**src/design/fbpa_pkg.sv**
```systemverilog
// constants and register map of the five bit port a block
package fbpa_pkg;
	localparam int FBPA_PINS = 5;
	localparam logic [7:0] FBPA_OFS_DATA = 8'h05;
	localparam logic [7:0] FBPA_OFS_CMP = 8'h1f;
	localparam logic [7:0] FBPA_OFS_DIR = 8'h85;
	localparam logic [7:0] FBPA_OFS_VREF = 8'h9f;
	localparam logic [4:0] FBPA_DIR_RST = 5'h1f;
	localparam logic [4:0] FBPA_LATCH_RST = 5'h00;
	localparam logic [4:0] FBPA_CMP_RST = 5'h00;
	localparam logic [6:0] FBPA_VREF_RST = 7'h00;
	// comparator mode field, low three bits of comparator control
	localparam logic [2:0] FBPA_CM_RESET = 3'h0;
	localparam logic [2:0] FBPA_CM_OFF = 3'h7;
	localparam logic [2:0] FBPA_CM_OUTS = 3'h6;
	localparam int FBPA_CM_CIS_BIT = 3;
	localparam int FBPA_VREF_OE_BIT = 6;
	localparam int FBPA_VREF_EN_BIT = 7;
	localparam int FBPA_VREF_RR_BIT = 5;
endpackage

```
**src/design/fbpa_port.sv**
```systemverilog
// five bit general purpose port a with comparator and reference sharing
//
// Design decision made here: the address-and-strobe port.
`timescale 1ns/1ps

module fbpa_port
	import fbpa_pkg::*;
#(
	parameter int PINS = FBPA_PINS
)
(
	input wire logic mclk,
	input wire logic nrst,
	input wire logic clk_en,
	input wire logic [7:0] addr,
	input wire logic [7:0] wdata,
	input wire logic wr,
	input wire logic rd,
	output logic [7:0] rdata,
	input wire logic [PINS-1:0] pin_in,
	output logic [PINS-1:0] pin_out,
	output logic [PINS-1:0] pin_oe,
	input wire logic [1:0] cmp_result,
	output logic timer_external_clock_input,
	output logic [2:0] cmp_mode,
	output logic cmp_input_switch,
	output logic [PINS-1:0] analog_select,
	output logic [3:0] vref_level,
	output logic vref_enable,
	output logic vref_range,
	output logic vref_drive_pin
);

	// ========================================
	// state
	logic [PINS-1:0] latch;
	logic [PINS-1:0] dir;
	logic [4:0] cmp_ctl;
	logic [7:0] vref_ctl;
	logic [PINS-1:0] pin_s1;
	logic [PINS-1:0] pin_s2;

	// ========================================
	// decode
	wire sel_data = addr == FBPA_OFS_DATA;
	wire sel_cmp = addr == FBPA_OFS_CMP;
	wire sel_dir = addr == FBPA_OFS_DIR;
	wire sel_vref = addr == FBPA_OFS_VREF;
	wire [2:0] cm = cmp_ctl[2:0];
	wire cmp_off = cm == FBPA_CM_OFF;
	wire cmp_gnd = cm == FBPA_CM_RESET;
	wire cmp_outs = cm == FBPA_CM_OUTS;
	// analog pins from mode
	// pins zero to three are analog unless comparators are off; mode six
	// keeps pins three and four as comparator outputs, not inputs
	wire [PINS-1:0] ana_in = cmp_off ? '0 :
		(cmp_outs ? {2'b00, 3'b111} : {1'b0, 4'b1111});
	wire vref_pin = vref_ctl[FBPA_VREF_OE_BIT] & vref_ctl[FBPA_VREF_EN_BIT];

	// ========================================
	// pin drive
	logic [PINS-1:0] drv_val;
	always_comb
	begin
		drv_val = latch;
		if (cmp_outs)
		begin
			drv_val[3] = cmp_result[0];
			drv_val[4] = cmp_result[1];
		end
	end

	// high on pin four is z
	wire [PINS-1:0] next_oe = ~dir & {~drv_val[4], 4'b1111};
	wire [PINS-1:0] next_out = drv_val & 5'h0f;

	wire [PINS-1:0] pin_view = pin_s2 & ~ana_in;

	wire [7:0] rd_mux = sel_data ? {3'h0, pin_view} :
		sel_dir ? {3'h0, dir} :
		sel_cmp ? {cmp_result[1], cmp_result[0], 2'b00, cmp_ctl[3:0]} :
		sel_vref ? vref_ctl : 8'h00;

	// ========================================
	// input synchroniser
	always_ff @(posedge mclk or negedge nrst)
	begin
		if (!nrst)
		begin
			pin_s1 <= '0;
			pin_s2 <= '0;
		end
		else if (clk_en)
		begin
			pin_s1 <= pin_in;
			pin_s2 <= pin_s1;
		end
	end

	// ========================================
	// registers
	always_ff @(posedge mclk or negedge nrst)
	begin
		if (!nrst)
		begin
			dir <= FBPA_DIR_RST;
			latch <= FBPA_LATCH_RST;
			cmp_ctl <= FBPA_CMP_RST;
			vref_ctl <= {FBPA_VREF_RST[6:4], 1'b0, FBPA_VREF_RST[3:0]};
		end
		else if (clk_en && wr)
		begin
			// data and direction writes store the low five bits of the byte; upper three dropped
			// the cpu already merged sampled pins into wdata before the write
			if (sel_data)
				latch <= wdata[PINS-1:0];
			if (sel_dir)
				dir <= wdata[PINS-1:0];
			// bit four of both control registers is unimplemented; comparator control also has no bit five
			if (sel_cmp)
				cmp_ctl <= {1'b0, wdata[3:0]};
			if (sel_vref)
				vref_ctl <= {wdata[7:5], 1'b0, wdata[3:0]};
		end
	end

	// ========================================
	// outputs
	always_ff @(posedge mclk or negedge nrst)
	begin
		if (!nrst)
		begin
			rdata <= 8'h00;
			pin_out <= '0;
			pin_oe <= '0;
			timer_external_clock_input <= 1'b0;
			cmp_mode <= FBPA_CM_RESET;
			cmp_input_switch <= 1'b0;
			analog_select <= '0;
			vref_level <= 4'h0;
			vref_enable <= 1'b0;
			vref_range <= 1'b0;
			vref_drive_pin <= 1'b0;
		end
		else if (clk_en)
		begin
			rdata <= rd ? rd_mux : 8'h00;
			pin_out <= next_out;
			pin_oe <= next_oe;
			timer_external_clock_input <= pin_s2[4];
			cmp_mode <= cm;
			cmp_input_switch <= cmp_ctl[FBPA_CM_CIS_BIT];
			analog_select <= cmp_gnd ? '0 : ana_in;
			vref_level <= vref_ctl[3:0];
			vref_enable <= vref_ctl[FBPA_VREF_EN_BIT];
			vref_range <= vref_ctl[FBPA_VREF_RR_BIT];
			vref_drive_pin <= vref_pin;
		end
	end

	// ========================================
	// checks
	// released pin
	property p_dir_release;
		@(posedge mclk) disable iff (!nrst)
		clk_en && dir[0] |=> !pin_oe[0];
	endproperty
	a_dir_release: assert property (p_dir_release) else $error("input pin driven");

	property p_drive_latch;
		@(posedge mclk) disable iff (!nrst)
		clk_en && !dir[1] |=> pin_oe[1] && pin_out[1] == $past(latch[1]);
	endproperty
	a_drive_latch: assert property (p_drive_latch) else $error("pin not latch");

	property p_open_drain;
		@(posedge mclk) disable iff (!nrst)
		!(pin_oe[4] && pin_out[4]);
	endproperty
	a_open_drain: assert property (p_open_drain) else $error("pin four high");

	property p_od_release;
		@(posedge mclk) disable iff (!nrst)
		clk_en && latch[4] && !cmp_outs |=> !pin_oe[4];
	endproperty
	a_od_release: assert property (p_od_release) else $error("pin four not released");

	property p_dir_upper;
		@(posedge mclk) disable iff (!nrst)
		clk_en && rd && sel_dir |=> rdata[7:5] == 3'h0 && rdata[4:0] == $past(dir);
	endproperty
	a_dir_upper: assert property (p_dir_upper) else $error("direction read wrong");

	property p_ana_zero;
		@(posedge mclk) disable iff (!nrst)
		clk_en && rd && sel_data && !cmp_off |=> rdata[2:0] == 3'h0;
	endproperty
	a_ana_zero: assert property (p_ana_zero) else $error("analog pin read");

	property p_read_pins;
		@(posedge mclk) disable iff (!nrst)
		clk_en && rd && sel_data && cmp_off |=> rdata == {3'h0, $past(pin_s2)};
	endproperty
	a_read_pins: assert property (p_read_pins) else $error("pin read wrong");

	property p_latch_wr;
		@(posedge mclk) disable iff (!nrst)
		clk_en && wr && sel_data |=> latch == $past(wdata[4:0]);
	endproperty
	a_latch_wr: assert property (p_latch_wr) else $error("latch not written");

	property p_timer_clk;
		@(posedge mclk) disable iff (!nrst)
		clk_en |=> timer_external_clock_input == $past(pin_s2[4]);
	endproperty
	a_timer_clk: assert property (p_timer_clk) else $error("timer clock stale");

	// ========================================
	// further checks
	// low pins drive
	property p_oe_low_pins;
		@(posedge mclk) disable iff (!nrst)
		clk_en && !dir[0] |=> pin_oe[0];
	endproperty
	a_oe_low_pins: assert property (p_oe_low_pins) else $error("pin zero not driven");

	property p_push_pull_hi;
		@(posedge mclk) disable iff (!nrst)
		clk_en && !dir[2] && latch[2] |=> pin_oe[2] && pin_out[2];
	endproperty
	a_push_pull_hi: assert property (p_push_pull_hi) else $error("pin two not high");

	property p_dir_release4;
		@(posedge mclk) disable iff (!nrst)
		clk_en && dir[4] |=> !pin_oe[4];
	endproperty
	a_dir_release4: assert property (p_dir_release4) else $error("pin four driven");

	// reset holds inputs
	// no disable here: the check is about reset itself
	property p_reset_oe;
		@(posedge mclk)
		!nrst && !$past(nrst) |-> pin_oe == '0;
	endproperty
	a_reset_oe: assert property (p_reset_oe) else $error("pin driven in reset");

	property p_reset_ana;
		@(posedge mclk)
		!nrst && !$past(nrst) |-> analog_select == '0;
	endproperty
	a_reset_ana: assert property (p_reset_ana) else $error("analog live in reset");

	property p_cmp_gnd;
		@(posedge mclk) disable iff (!nrst)
		clk_en && cmp_gnd |=> analog_select == '0;
	endproperty
	a_cmp_gnd: assert property (p_cmp_gnd) else $error("mode zero not grounded");

	property p_cmp_off_digital;
		@(posedge mclk) disable iff (!nrst)
		clk_en && cmp_off |=> analog_select == '0;
	endproperty
	a_cmp_off_digital: assert property (p_cmp_off_digital) else $error("off mode analog");

	property p_cmp_out_pin3;
		@(posedge mclk) disable iff (!nrst)
		clk_en && cmp_outs && !dir[3] |=> pin_oe[3] && pin_out[3] == $past(cmp_result[0]);
	endproperty
	a_cmp_out_pin3: assert property (p_cmp_out_pin3) else $error("pin three not result");

	property p_cmp_out_pin4;
		@(posedge mclk) disable iff (!nrst)
		clk_en && cmp_outs && !dir[4] |=> pin_oe[4] == !$past(cmp_result[1]);
	endproperty
	a_cmp_out_pin4: assert property (p_cmp_out_pin4) else $error("pin four not result");

	property p_ana_dir;
		@(posedge mclk) disable iff (!nrst)
		clk_en && dir[1] && ana_in[1] |=> !pin_oe[1];
	endproperty
	a_ana_dir: assert property (p_ana_dir) else $error("analog pin driven");

	property p_vref_pin;
		@(posedge mclk) disable iff (!nrst)
		clk_en |=> vref_drive_pin == $past(vref_pin);
	endproperty
	a_vref_pin: assert property (p_vref_pin) else $error("reference pin stale");

	property p_upper_latch;
		@(posedge mclk) disable iff (!nrst)
		clk_en && rd && sel_data |=> rdata[7:5] == 3'h0;
	endproperty
	a_upper_latch: assert property (p_upper_latch) else $error("data upper bits set");

	property p_mode_sel;
		@(posedge mclk) disable iff (!nrst)
		clk_en && !cmp_gnd |=> analog_select == $past(ana_in);
	endproperty
	a_mode_sel: assert property (p_mode_sel) else $error("analog select wrong");

	property p_rdata_idle;
		@(posedge mclk) disable iff (!nrst)
		clk_en && !rd |=> rdata == 8'h00;
	endproperty
	a_rdata_idle: assert property (p_rdata_idle) else $error("read data not idle");

	property p_latch_hold;
		@(posedge mclk) disable iff (!nrst)
		!(clk_en && wr && sel_data) |=> $stable(latch);
	endproperty
	a_latch_hold: assert property (p_latch_hold) else $error("latch moved");

	property p_freeze;
		@(posedge mclk) disable iff (!nrst)
		!clk_en |=> $stable(pin_oe) && $stable(pin_out);
	endproperty
	a_freeze: assert property (p_freeze) else $error("pins moved while frozen");

	c_write_data: cover property (@(posedge mclk) disable iff (!nrst) wr && sel_data);
	c_cmp_gnd: cover property (@(posedge mclk) disable iff (!nrst) cmp_gnd && rd && sel_data);
	c_clk_freeze: cover property (@(posedge mclk) disable iff (!nrst) !clk_en && wr);
	c_cmp_outs: cover property (@(posedge mclk) disable iff (!nrst) cmp_outs && pin_oe[3]);
	c_vref_pin: cover property (@(posedge mclk) disable iff (!nrst) vref_drive_pin);
endmodule

```
**config.mk**
```make
export PLATFORM = sky130hd
export DESIGN_NAME = fbpa_port
export DESIGN_NICKNAME = d
export VERILOG_FILES = /design/src/design/fbpa_pkg.sv /design/src/design/fbpa_port.sv
export SDC_FILE = /design/constraint.sdc
export NUM_CORES = 1
export LEC_CHECK = 0
export ABC_AREA = 1
export BUFFER_PORTS_ARGS = -buffer_cell sky130_fd_sc_hd__buf_2
export CORE_MARGIN = 2
export CORE_UTILIZATION = 40
export CTS_CLUSTER_DIAMETER = 150
export DETAILED_ROUTE_END_ITERATION = 12
export GPL_TIMING_DRIVEN = 1
export PLACE_DENSITY = 0.68
export SETUP_SLACK_MARGIN = 0.5
export SLEW_MARGIN = 0
export SYNTH_ARGS = -nofsm -noshare
export SYNTH_HDL_FRONTEND = slang
export SYNTH_SLANG_ARGS = --single-unit
```
**constraint.sdc**
```tcl
create_clock -name mclk -period 1.35 [get_ports mclk]
set_input_delay 0.27 -clock mclk [delete_from_list [all_inputs] [get_ports mclk]]
set_output_delay 0.27 -clock mclk [all_outputs]
set_load 0.01 [all_outputs]
```
# After elaboration in Yosys (flattened, before gate mapping)
# Cells that the tools add are included.
[totals]
regBits = 65
word_cells = 44
input_bits = 28
[op_classes]
bitwise = 6
reduce_logical = 6
eq_ne = 6
n_mux = 9
[ops]
columns = ["cell", "n"]
rows = [
  ["$mux 8", 5],
  ["$eq 8x8->1 const B", 2],
  ["$mux 4", 3],
  ["$and 5x5->5", 2],
  ["$eq 8x3->1 const B", 1],
  ["$eq 8x5->1 const B", 1],
  ["$reduce_and 2->1", 4],
  ["$eq 3x3->1 const B", 2],
  ["$not 4->5", 1],
  ["$not 5->5", 1],
  ["$logic_not 3->1", 1],
  ["$mux 2", 1],
  ["$and 1x1->1", 1],
  ["$logic_and 1x1->1", 1],
  ["$not 1->1", 1],
]

# Logic depth before layout (Yosys ltp)
[logic_depth]
ltp_word = 7
ltp_mapped = 9
ltp_nobuf = 9

# Worst setup path after synthesis
# Ideal clock, no wire load.
[synth_path]
kind = "input to register"
from = "input port addr[3]"
to = "register latch[3]"
required_time_ps = 1233
n_path_buf = 1
t_arrival_ps = 1082
slack_ps = 151
stages = 8
path_cell_list = "inv_1 -> nand2_2 -> nor2_8 -> nand3_2 -> or2_0 -> buf_6 -> nand2_1 -> o21ai_2"
[synth_between]
elab_chain_cells = 2
[synth_rtl]
columns = ["element", "line_no", "source"]
rows = [
  ["from (decl)", "fbpa_port.sv:15", "input wire logic [7:0] addr,"],
  ["$eq 8x3->1", "fbpa_port.sv:45", "wire sel_data = addr == FBPA_OFS_DATA;"],
  ["$reduce_and 2->1 (no source line)", "n/a", ""],
  ["to (signal assigned)", "fbpa_port.sv:116", "latch <= wdata[PINS-1:0];"],
  ["to (decl)", "fbpa_port.sv:36", "logic [PINS-1:0] latch;"],
]
# Every way passes these cells.
# A chain may end at the register's enable or synchronous reset.

# Worst setup path in the final report
[layout_path]
from = "register rdata[7]"
to = "output port rdata[7]"
[layout_rtl]
columns = ["element", "line_no", "source"]
rows = [
  ["from (decl)", "fbpa_port.sv:19", "output logic [7:0] rdata,"],
  ["from (signal assigned)", "fbpa_port.sv:147", "rdata <= rd ? rd_mux : 8'h00;"],
]
# No word-level cell between the ends.

==> flow_summary.json <==
{
  "cts_tree": "done",
  "grt_usage_pct": 18.9,
  "setup.worst_path.start_class": "flop",
  "synth-seq-cells": 62,
  "num_rows": 30,
  "synthCells": 329,
  "antenna_cells": 0,
  "fin_nets": 461,
  "clockRootBuffer": "clkbuf_8",
  "cp-end-kind": "primary output",
  "ant_nets": 0,
  "gp_congestion": 0.868,
  "drt_first_pass_iters": 5,
  "power_frac_seq_pct": 47.1,
  "drc": 0,
  "synthArstFlopShare_pct": 100,
  "fin_ws_ns": 0.205,
  "fin_util_pct": 61.4,
  "finalHoldViolCount": 0,
  "crit_fanout": 2,
  "grt-ovfl-total": 0,
  "swShare_pct": 25.8,
  "crit_family": "flip-flops",
  "wire_per_inst_um": 13.1,
  "yosysUniqueCellTypes": 24,
  "layout-drive-gt1-share_pct": 42.8,
  "synth_most_common_cell": "nand2_1",
  "post_synth.cell_area_avg_um2": 8.52,
  "register_area_um2": 1560,
  "coreArea_um2": 6790,
  "placedCellCount": 487,
  "start_util_pct": 41.3,
  "die_h_um": 87.7,
  "cts_buffers": 9,
  "yosysTopAreaCell": "dfrtp_1",
  "fin_skew_ns": 0.00777,
  "synth_commonest_cells": "nand2_1, dfrtp_1, o21ai_0",
  "worst_hold_path_type": "in -> reg",
  "fin_cells": 533,
  "grt_pass1_vias": 2411,
  "fmax_ghz": 0.874,
  "post-route-period-util_pct": 84.8,
  "status": "complete, no violations",
  "maxSlewViolCount": 0,
  "clkPwrFrac_pct": 38.4,
  "clock_latency_ns": 0.33,
  "vias_per_cell": 4.66,
  "cap_violations": 0,
  "pwr-share-comb_pct": 14.5,
  "io_pins": 63,
  "final-setup-viol-count": 0,
  "die_area_um2": 7700,
  "yosysSeqAreaShare_pct": 55.6,
  "grt_pass1_wl_um": 11200,
  "p_per_area_nw_per_um2": 1030,
  "antenna_found_initial": 0,
  "crit_buf_inv": 1,
  "vias": 2485,
  "synthFlopType": "dfrtp_1",
  "crit_chain": "buf_2",
  "yosysTopAreaCellShare_pct": 50.9,
  "synth_edf_count": 0,
  "grt_max_degree": 63,
  "cpMaxStageDelayCell": "dfrtp_1",
  "totalWireLength_um": 6990,
  "clkTransAtPathRegs_ns": 0.07,
  "rsz0062_at_grt": "true",
  "synthTopCellsByArea": "dfrtp_1, nand2_1, o21ai_0",
  "ir_drop_mv": 0.529,
  "drtIter0Drc": 152,
  "internal_power_mw": 3.19,
  "htree_levels": 3,
  "crit_arrival_ns": 0.87,
  "fp.dieW_um": 87.7,
  "place_ws_ns": -0.0771,
  "p_leak_nw": 2.18,
  "net-switching-power_mw": 1.11,
  "cp_slowest_stage_delay_ns": 0.39,
  "fillers": 587,
  "multi_input_area_um2": 1260,
  "clockBufferDepth": 2,
  "dp_hpwl_um": 4550,
  "numPortBuffers": 60,
  "ys_warn_count": 0,
  "netlist_area_um2": 2800,
  "area_growth_pct": 48.7,
  "period_minus_slack_ns": 1.14,
  "crit_type": "reg -> out",
  "crit_required_ns": 1.08,
  "clock-sinks": 62
}
-- registers in the layout (all words and copies together), names as in the netlist --
name,cells
analog_select,2
cmp_ctl,4
cmp_input_switch,1
cmp_mode,3
dir,5
latch,5
pin_oe,5
pin_out,4
pin_s1,5
pin_s2,5
rdata,8
timer_external_clock_input,1
vref_ctl,7
vref_drive_pin,1
vref_enable,1
vref_level,4
vref_range,1
-- power groups by stage --
stage          Clock [mW]  Combinational [mW]  Sequential [mW]
6_report             1.65               0.622             2.02
5_1_grt              1.77               0.686             2.03
3_5_place_dp            0               0.494             2.05
2_1_floorplan           0               0.255             2.07
4_1_cts              1.67               0.569             2.02
3_3_place_gp            0               0.487             2.05
-- path summary, 6_finish.rpt --
path | from | end | slack, ns | cells past startpoint
worst max-delay path | rdata[7] | rdata[7] | 0.21 | 1
worst min-delay path | pin_in[0] | pin_s1[0] | 0.13 | 3
worst max register to register | cmp_ctl[2] | rdata[1] | 0.26 | 8
worst min register to register | pin_out[2] | pin_out[2] | 0.47 | 2
max in group asynchronous | nrst | dir[2] | 0.57 | 3
min in group asynchronous | nrst | cmp_mode[1] | 0.46 | 3
-- layer usage --
layer / GRT usage (%) / routed length [um] / vias up
li1: - / - / 1239
met1: 25.9 / 3210 / 1175
met2: 29.5 / 3360 / 63
met3: 4.52 / 327 / 8
met4: 6.85 / 89 / 0
met5: 0 / 0 / -
-- what timing repair did --
item | 4_1_cts | 5_1_grt
hold buffers | 1 | 0
endpoints found under the hold margin | 57 | 0
setup endpoints to repair | 66 | 68
pin swaps | 24 | 23
cloned | 1 | 1
gates resized for setup | 42 | 32
setup buffers | 14 | 14
-- layout by cell type (no fill, tap or decap), types with 5 or more instances in the layout --
master	n
inv_1	24
nand3_1	9
nand2_2	9
nor2_4	8
dfrtp_1	56
o21ai_2	9
buf_2	52
nand2_4	8
buf_4	34
nor2_1	7
dfstp_2	5
buf_6	11
o21ai_0	19
clkbuf_8	11
buf_12	8
nand3_2	5
o21ai_1	12
nand2_1	109
-- cell families after synthesis --
kind of cell	count (synthesis)	share of synthesized area, %
and+or+nand+nor	167	25.8
AOI/OAI and AO/OA	50	10.7
other	1	0.134
buffers and inverters	49	7.85
DFF	62	55.6
-- per-stage QoR --
step | hold slack (ns) | TNS [ns] | total power [mW] | cell area [um2]
5_1_grt | 0.132 | 0 | 4.49 | 4170
6_report | 0.130 | 0 | 4.29 | 4170
2_1_floorplan | -0.0256 | 0 | 2.32 | 3010
3_3_place_gp | 0.303 | -0.780 | 2.54 | 3460
4_1_cts | 0.117 | 0 | 4.27 | 3920
3_5_place_dp | 0.308 | -0.998 | 2.55 | 3460
-- area by class of cell --
type                       instances  share of cell area (%)
clock buffer                      12                    3.72
clock inverter                     3                    1.05
inverter                          34                    4.65
multi-input combinational        219                    30.3
sequential                        62                    37.4
tap                               96                    2.88
timing repair buffer             107                    20.0
(Power assumes the default switching activity.)
